File: src/e3w_defs.svh
// Purpose: Constants of the three-wire serial EEPROM port: widths, opcodes, timing, reset values.
// Assumes: Included by bare name from the package, the port, the array, the host and the bench.
// Notes: Widths, opcodes, counts, write timing and the write-enable reset value live here as macros; bit positions are written in the modules.
//
// Notes on behaviour
// - The port is selected only while chip select is high.
// - While deselected, serial input is ignored; no bit is taken.
// - While deselected, the serial output is released to high impedance.
// - Instruction, address and data bits are captured on rising serial clock edges.
// - Read data changes after each rising serial clock, one bit per clock.
// - A read decodes its address, then shifts the addressed word out.
// - Chip select raised after a started write shows ready/busy on the output.
// - Strap high selects 64 words of 16 bits.
// - Strap low selects 128 words of 8 bits.
// - A floating strap is pulled up and selects the 16-bit organization.
// - The array holds 1024 bits, as 64x16 or 128x8.
// - The fixed variant has no strap and always runs 64x16.
// - A write is self-timed and overwrites without a prior erase.
// - The timed write and its busy indication last at most 5 ms.
// - A write starts only in the erase/write enable state.
`ifndef E3W_DEFS_SVH
`define E3W_DEFS_SVH

`define E3W_SYS_CLK_PERIOD_NS 8
`define E3W_WRITE_TIME_MS 5
`define E3W_WRITE_CYCLES (`E3W_WRITE_TIME_MS * 1000000 / `E3W_SYS_CLK_PERIOD_NS)
`define E3W_BUSY_W 20
`define E3W_WORDS 64
`define E3W_WORD_W 16
`define E3W_WIDX_W 6
`define E3W_ADDR_W 7
`define E3W_HDR_W 9
`define E3W_CNT_W 5
`define E3W_ABITS_X16 5'h06
`define E3W_ABITS_X8 5'h07
`define E3W_DBITS_X16 5'h10
`define E3W_DBITS_X8 5'h08
`define E3W_OP_EXT 2'h0
`define E3W_OP_WRITE 2'h1
`define E3W_OP_READ 2'h2
`define E3W_OP_ERASE 2'h3
`define E3W_EXT_DIS 2'h0
`define E3W_EXT_WRALL 2'h1
`define E3W_EXT_ERALL 2'h2
`define E3W_EXT_EN 2'h3
`define E3W_ERASED_WORD 16'hFFFF
`define E3W_RST_WR_EN 1'h0

`endif

File: src/e3w_pkg.sv
// Purpose: Types shared by the serial EEPROM port modules.
// Assumes: e3w_defs.svh supplies the widths.
// Notes: Only types live here; numbers stay in the header.
`include "e3w_defs.svh"

package e3w_pkg;

    typedef enum logic [4:0] {
        ST_IDLE = 5'h01,
        ST_HDR = 5'h02,
        ST_WDATA = 5'h04,
        ST_READ = 5'h08,
        ST_HOLD = 5'h10
    } e3w_state_t;

    typedef struct packed {
        logic cs;
        logic sk;
        logic si;
        logic organization_strap;
    } e3w_pins_t;

    typedef struct packed {
        logic data;
        logic en;
    } e3w_dout_t;

    typedef struct packed {
        logic we;
        logic all;
        logic [`E3W_WIDX_W-1:0] word;
        logic [1:0] lanes;
        logic [`E3W_WORD_W-1:0] data;
    } e3w_wr_t;

    typedef struct packed {
        e3w_state_t st;
        logic sk_prev;
        logic cs_prev;
        logic x16;
        logic [`E3W_HDR_W-1:0] hdr;
        logic [`E3W_CNT_W-1:0] cnt;
        logic [`E3W_WORD_W-1:0] shreg;
        logic [`E3W_ADDR_W-1:0] addr;
        logic all;
        logic erase;
        logic frame_ok;
        logic wr_en;
        logic [`E3W_BUSY_W-1:0] busy_cnt;
        logic status_pend;
        e3w_dout_t dout;
        e3w_wr_t wr;
    } e3w_core_t;

endpackage : e3w_pkg

File: src/e3w_port.sv
// Purpose: Serial front end and control of a three-wire serial EEPROM.
// Assumes: Pins are asynchronous; serial clock is far slower than sys_clk.
// Notes: Pin-side pull-up of the strap and tri-state resolution sit outside.
`include "e3w_defs.svh"

module e3w_port #(
    parameter bit FIXED_X16 = 1'b0,
    parameter int unsigned WRITE_CYCLES = `E3W_WRITE_CYCLES
) (
    // Clock, reset and enable
    input wire logic sys_clk,
    input wire logic rst,
    input wire logic ce,
    // Serial pins in
    input wire e3w_pkg::e3w_pins_t pins,
    // Serial data out with its enable
    output e3w_pkg::e3w_dout_t dout
);
    import e3w_pkg::*;

    localparam logic [`E3W_BUSY_W-1:0] WR_CYC = `E3W_BUSY_W'(WRITE_CYCLES);

    e3w_core_t r;
    e3w_core_t n;
    e3w_pins_t p;
    logic [`E3W_WORD_W-1:0] rd_data;
    logic [`E3W_WIDX_W-1:0] rd_word;
    logic sk_rise;
    logic cs_fall;
    logic busy;
    logic start_ok;
    logic hdr_last;
    logic [`E3W_HDR_W-1:0] hdr_full;
    logic [1:0] op;
    logic [1:0] sub;
    logic [`E3W_ADDR_W-1:0] a;
    logic [`E3W_WORD_W-1:0] out_word;

    function automatic logic [`E3W_CNT_W-1:0] dbits(input logic x16);
        return x16 ? `E3W_DBITS_X16 : `E3W_DBITS_X8;
    endfunction : dbits

    function automatic logic [`E3W_CNT_W-1:0] abits(input logic x16);
        return x16 ? `E3W_ABITS_X16 : `E3W_ABITS_X8;
    endfunction : abits

    function automatic logic [`E3W_WIDX_W-1:0] widx(input logic x16,
                                                   input logic [`E3W_ADDR_W-1:0] ad);
        return x16 ? ad[5:0] : ad[6:1];
    endfunction : widx

    e3w_sync #(
        .W(4)
    ) u_sync (
        .sys_clk(sys_clk),
        .rst(rst),
        .ce(ce),
        .d(pins),
        .q(p)
    );

    e3w_array #(
        .WORDS(`E3W_WORDS)
    ) u_array (
        .sys_clk(sys_clk),
        .ce(ce),
        .rd_word(rd_word),
        .rd_data(rd_data),
        .wr(r.wr)
    );

    assign rd_word = widx(r.x16, r.addr);
    assign sk_rise = p.sk & ~r.sk_prev;
    assign cs_fall = ~p.cs & r.cs_prev;
    assign busy = (r.busy_cnt != '0);
    assign start_ok = (r.st == ST_IDLE) && p.si && !busy;
    assign hdr_last = (r.st == ST_HDR) && (r.cnt == abits(r.x16) + `E3W_CNT_W'(1));
    assign hdr_full = {r.hdr[`E3W_HDR_W-2:0], p.si};
    assign op = r.x16 ? hdr_full[7:6] : hdr_full[8:7];
    assign a = r.x16 ? {1'b0, hdr_full[5:0]} : hdr_full[6:0];
    assign sub = r.x16 ? hdr_full[5:4] : hdr_full[6:5];
    // In 8-bit mode the byte is moved to the top so the outgoing bit is always bit 15.
    assign out_word = (r.cnt != '0) ? r.shreg :
                      r.x16 ? rd_data :
                      r.addr[0] ? {rd_data[15:8], 8'h00} : {rd_data[7:0], 8'h00};

    always_comb begin
        n = r;
        n.wr.we = 1'b0;
        n.sk_prev = p.sk;
        n.cs_prev = p.cs;
        if (busy) begin
            n.busy_cnt = r.busy_cnt - `E3W_BUSY_W'(1);
        end
        if (!p.cs) begin
            // Deselected: drop any partial frame and release the output.
            n.st = ST_IDLE;
            n.cnt = '0;
            n.dout.en = 1'b0;
            n.dout.data = 1'b0;
            n.frame_ok = 1'b0;
            // The write is launched by the deselect that ends its frame.
            if (cs_fall && r.frame_ok && r.wr_en && !busy) begin
                n.wr.we = 1'b1;
                n.wr.all = r.all;
                n.wr.word = widx(r.x16, r.addr);
                n.wr.lanes = r.x16 ? 2'h3 : (r.addr[0] ? 2'h2 : 2'h1);
                n.wr.data = r.erase ? `E3W_ERASED_WORD :
                            r.x16 ? r.shreg : {r.shreg[7:0], r.shreg[7:0]};
                n.busy_cnt = WR_CYC;
                n.status_pend = 1'b1;
            end
        end else begin
            if ((r.st == ST_IDLE) && r.status_pend) begin
                n.dout.en = 1'b1;
                n.dout.data = !busy;
            end
            if (sk_rise) begin
                unique case (r.st)
                    ST_IDLE: begin
                        // A start bit is refused while the timed write runs.
                        if (start_ok) begin
                            n.st = ST_HDR;
                            n.cnt = '0;
                            n.x16 = FIXED_X16 | p.organization_strap;
                            n.status_pend = 1'b0;
                            n.dout.en = 1'b0;
                        end
                    end
                    ST_HDR: begin
                        n.hdr = hdr_full;
                        n.cnt = r.cnt + `E3W_CNT_W'(1);
                        if (hdr_last) begin
                            n.cnt = '0;
                            n.addr = a;
                            n.all = 1'b0;
                            n.erase = 1'b0;
                            n.st = ST_HOLD;
                            unique case (op)
                                `E3W_OP_READ: begin
                                    n.st = ST_READ;
                                    n.dout.en = 1'b1;
                                    n.dout.data = 1'b0;
                                end
                                `E3W_OP_WRITE: begin
                                    n.st = ST_WDATA;
                                end
                                `E3W_OP_ERASE: begin
                                    n.erase = 1'b1;
                                    n.frame_ok = 1'b1;
                                end
                                `E3W_OP_EXT: begin
                                    unique case (sub)
                                        `E3W_EXT_EN: n.wr_en = 1'b1;
                                        `E3W_EXT_DIS: n.wr_en = 1'b0;
                                        `E3W_EXT_WRALL: begin
                                            n.all = 1'b1;
                                            n.st = ST_WDATA;
                                        end
                                        `E3W_EXT_ERALL: begin
                                            n.all = 1'b1;
                                            n.erase = 1'b1;
                                            n.frame_ok = 1'b1;
                                        end
                                    endcase
                                end
                            endcase
                        end
                    end
                    ST_WDATA: begin
                        n.shreg = {r.shreg[`E3W_WORD_W-2:0], p.si};
                        n.cnt = r.cnt + `E3W_CNT_W'(1);
                        if (r.cnt == dbits(r.x16) - `E3W_CNT_W'(1)) begin
                            n.frame_ok = 1'b1;
                            n.st = ST_HOLD;
                        end
                    end
                    ST_READ: begin
                        n.dout.data = out_word[`E3W_WORD_W-1];
                        n.shreg = {out_word[`E3W_WORD_W-2:0], 1'b0};
                        n.cnt = r.cnt + `E3W_CNT_W'(1);
                        // Reads run on into the next word until deselected.
                        if (r.cnt == dbits(r.x16) - `E3W_CNT_W'(1)) begin
                            n.cnt = '0;
                            n.addr = r.x16 ? {1'b0, r.addr[5:0] + 6'h01} :
                                             r.addr + `E3W_ADDR_W'(1);
                        end
                    end
                    ST_HOLD: begin
                        n.frame_ok = r.frame_ok;
                    end
                endcase
            end
        end
    end

    always_ff @(posedge sys_clk) begin
        if (rst) begin
            r <= '0;
            r.st <= ST_IDLE;
            r.wr_en <= `E3W_RST_WR_EN;
        end else if (ce) begin
            r <= n;
        end
    end

    assign dout = r.dout;
endmodule : e3w_port

File: src/e3w_sync.sv
// Purpose: Two-stage synchroniser for the serial pins.
// Assumes: Inputs are asynchronous to sys_clk.
// Notes: Only the second stage is visible outside.
module e3w_sync #(
    parameter int W = 4
) (
    // Clock, reset and enable
    input wire logic sys_clk,
    input wire logic rst,
    input wire logic ce,
    // Data
    input wire logic [W-1:0] d,
    output logic [W-1:0] q
);
    logic [1:0][W-1:0] s_r;
    logic [1:0][W-1:0] s_nxt;

    always_comb begin
        s_nxt = {s_r[0], d};
    end

    always_ff @(posedge sys_clk) begin
        if (rst) begin
            s_r <= '0;
        end else if (ce) begin
            s_r <= s_nxt;
        end
    end

    assign q = s_r[1];
endmodule : e3w_sync

File: src/e3w_array.sv
// Purpose: 1024-bit storage, 64 words of 16 bits with byte lanes.
// Assumes: One write request per cycle, asynchronous read.
// Notes: No reset on contents, as a nonvolatile array keeps them.
`include "e3w_defs.svh"

module e3w_array #(
    parameter int WORDS = `E3W_WORDS
) (
    // Clock and enable
    input wire logic sys_clk,
    input wire logic ce,
    // Read port
    input wire logic [`E3W_WIDX_W-1:0] rd_word,
    output logic [`E3W_WORD_W-1:0] rd_data,
    // Write port
    input wire e3w_pkg::e3w_wr_t wr
);
    import e3w_pkg::*;

    logic [`E3W_WORD_W-1:0] mem [WORDS];

    assign rd_data = mem[rd_word];

    // Overwrites in place; lanes not selected keep their bits.
    always_ff @(posedge sys_clk) begin
        if (ce && wr.we) begin
            for (int i = 0; i < WORDS; i++) begin
                if (wr.all || (i == int'(wr.word))) begin
                    if (wr.lanes[1]) begin
                        mem[i][15:8] <= wr.data[15:8];
                    end
                    if (wr.lanes[0]) begin
                        mem[i][7:0] <= wr.data[7:0];
                    end
                end
            end
        end
    end
endmodule : e3w_array

File: config.mk
export PLATFORM = sky130hd
export DESIGN_NAME = e3w_port
export DESIGN_NICKNAME = d
export VERILOG_FILES = /design/src/e3w_pkg.sv /design/src/e3w_port.sv /design/src/e3w_sync.sv /design/src/e3w_array.sv
export VERILOG_INCLUDE_DIRS = /design/src
export SDC_FILE = /design/constraint.sdc
export NUM_CORES = 2
export LEC_CHECK = 0
export BUFFER_PORTS_ARGS = -buffer_cell sky130_fd_sc_hd__buf_4
export CAP_MARGIN = 10
export CORE_MARGIN = 5
export CORE_UTILIZATION = 63
export DETAILED_ROUTE_END_ITERATION = 8
export PLACE_DENSITY = 0.79
export SYNTH_ARGS = -nofsm -noshare
export SYNTH_HDL_FRONTEND = slang
export SYNTH_HIERARCHICAL = 1
export SYNTH_SLANG_ARGS = --single-unit
File: constraint.sdc
create_clock -name sys_clk -period 4.15 [get_ports sys_clk]
set_clock_uncertainty 0.15 [all_clocks]
set_input_delay 0.6225 -clock sys_clk [delete_from_list [all_inputs] [get_ports sys_clk]]
set_output_delay 0.6225 -clock sys_clk [all_outputs]
set_load 0.005 [all_outputs]
==> results.md <==
- Status: completed
- Peak supply drop: 0.396 mV
- Yosys warning total: 6
- Most common cell after layout, fill and taps aside: edfxtp_1
- Final Max Slew Viols: 0
- Leak: 0.0181 µW
- Mapped Area: 45200 µm²
- CP required: 4.55 ns
- Worst setup path category: reg -> reg
- CP startpoint: r[90]$_SDFFE_PP0P_
- Worst-Margin Slew: 1.24 ns
- Total GRT Usage: 0.295
- Cell family with the largest share of critical-path delay: compound AO/OA/AOI/OAI gates
- Number of remaining DRC errors: 0
- Die W: 278 µm
- Post-synthesis compound-gate area fraction: 0.0465
- Synth area leaders: edfxtp_1 (68%), mux4_2 (14%), dfxtp_1 (4.6%)
- Global-route wire length before repair: 169000 µm
- Initial antenna violation count: 0
- Setup-failing EPs final: 0
- Cell Area, Placed: 46900 µm²
- Commonest non-fill, non-tap cells in the layout: edfxtp_1 (1024), mux4_2 (272), nor2_1 (255)
- Die area: 77300 µm²
- Yosys top cell by area: edfxtp_1
- XOR/XNOR Fraction of Synth Area: 0.00349
- Wire length per cell: 30.8 µm
- Area grow syn2layout: 11.7%
- Die height: 278 µm
- Vias in the first global route: 25.7k
- Post-Syn Nets: 2568
- DRT iter0 DRCs: 4042
- Post-Synth Adder-Cell Area: 0.00304
- Multiplexer share of the synthesized area: 0.148
- WP buf/inv: 2
- Share of layout cells above drive strength 1: 0.222
- CP startpoint kind: register
- Fillcell total: 4135
- Post-route cell area: 50500 µm²
- Final period utilization: 0.919
- Cts repair resizes: 0
- Synth cell types: 72
- Main synth FF type: edfxtp_1
- CTS Buf Count: 108
- Final hold vios: 0
- Htree depth: 3
- R2r startpoint: r[90]$_SDFFE_PP0P_
- Port buffer count: 8
- Max Fclk: 262 MHz
- CTS Hold Bufs: 0
- Post-synth EDFFs: 1024
- Via count: 25.5k
- Clock buffer depth: 3
- GRT overflow: 0
- Synth Area in Simple Gates: 0.0533
- Insertion delay of the later-clocked pin in the worst-skew pair: 0.69 ns
- Post-route setup TNS: 0 ns
- Rows: 98
- WHS: 0.0360 ns
- Slowest cell on crit path: dfxtp_2
- Hold/Removal Path Class: in -> reg
- Detail Route Antenna Nets: 0
- PnR worst setup slack: 0.338 ns
- Initial Utilization: 0.634
- Core area: 71400 µm²
- CTS sink count: 1129
- Post-synth top area share: 0.680
- I/O pin count: 9
- Crit path cell chain: mux2_4 -> buf_12 -> nand2b_1 -> buf_4 -> o21ai_0 -> a21oi_1 -> o21ai_1 -> o31ai_1 -> nand2_1 -> a21oi_1 -> a21oi_1 -> o21a_1 -> nor2_1
- Largest net degree at the start of global routing: 83
- Largest family of logic cells by synthesized area: multiplexers
- Overall power: 22900 µW
- Pre-CTS setup slack: 0.451 ns
- Routed wire length: 113000 µm
- Vias per inst: 6.94
- Dpl hpwl: 67800 µm
- Clk pin slew, worst setup/hold paths: 0.06 ns
- Number of iterations in the first detailed-routing pass: 7
- FFs w/ async S/R, synth: 0
- Diodes inserted: 0
- Slew headroom: 0.176
- Post-Syn Area per Cell: 17.7 µm²
- Setup bufs post-CTS: 0
- CP Max Fanout: 79
- Max Cap Violations: 0
- Sequential area share after synthesis: 0.726
- RSZ-0062 raised after global routing: false
- Setup crit end kind: register
- Cell repeated most along the worst path: a21oi_1
- CTS tree: built
- CP peak stage delay: 0.48 ns
- #FFs+latches synth: 1129
- Worst Hold Launch: pins[0]
- CTS root buf: clkbuf_16
- NumNets Final: 2653
- Final weighted congestion in routability-driven placement: 0.903
- Post-Syn Instances: 2550
- Pwr Density: 454 nW/µm²
- Data arrival, critical path: 4.21 ns
- Minimum clock period: 3.81 ns
-- final cells by class --
class / count / area [µm²] / share of cell area
multi-input cells: 1237 / 11600 / 0.229
flip-flops and latches: 1129 / 32900 / 0.651
clock buffers: 133 / 2820 / 0.0558
clock inverters: 67 / 771 / 0.0153
well taps: 950 / 1190 / 0.0235
repair buffers: 139 / 1240 / 0.0246
inverters: 20 / 75.1 / 0.00149
-- logic make-up (layout without fill, tap and decap cells) --
family                   Yosys count  after routing
AO/OA/AOI/OAI                    344            344
adder cells (fa/ha/maj)           11             11
AND/OR/NAND/NOR                  536            536
buffers and inverters            184            359
XOR/XNOR                          18             18
flip-flops                      1129           1129
multiplexers                     328            328
-- worst register-to-register path, delay by kind of cell, from the launching register on --
kind,cells,cell delay [ns]
multiplexers,1,0.24
AO/OA/AOI/OAI,7,1.34
flip-flops,1,0.48
buffers and inverters,2,0.75
AND/OR/NAND/NOR,3,0.73
-- final timing paths --
kind | end | slack (ns) | cells past startpoint
setup / recovery | r[70]$_SDFFE_PP0P_ | 0.34 | 13
hold / removal | u_sync/s_nxt[4]$_SDFFE_PP0P_ | 0.04 | 3
setup reg to reg | r[70]$_SDFFE_PP0P_ | 0.34 | 13
hold reg to reg | r[91]$_SDFFE_PP0P_ | 0.32 | 2
-- cells in the mapped netlist (all sizes together) (33+ instances only) --
cell type	n
mux4	272
nor2	256
edfxtp	1024
o21ai	61
buf	67
nor3	56
dfxtp	105
nand3	33
a21oi	147
nand2	104
clkbuf	97
mux2i	48
-- stage by stage --
stage,cells,utilization
after floorplan,2550,-
after global placement,3471,0.657
after detailed placement,3471,0.657
after CTS,3671,0.707
after global routing,3675,0.708
final,3675,0.708
-- metal layers --
layer / vias up / share of wire / track usage
met4: 0 / 0.055 / 0.127
li1: 10365 / - / -
met1: 12881 / 0.35 / 0.403
met2: 1859 / 0.48 / 0.467
met3: 387 / 0.11 / 0.0685
met5: - / 0 / 0
-- sequential cells by signal, summed over array words and instances (netlist names) --
name,count
dout,2
u_sync/s_nxt,4
u_sync/q,4
r,87
hdr_full,8
u_array/mem,1024
-- power by group --
| part | total [µW] | internal (µW) | leakage (µW) | switching, µW |
|---|---|---|---|---|
| registers | 12400 | 12300 | 0.0128 | 85.9 |
| logic | 637 | 257 | 0.00354 | 381 |
| clock network | 9910 | 5720 | 0.00174 | 4200 |
| total | 22900 | 18300 | 0.0181 | 4660 |
Power figures use the tool's default switching activity.
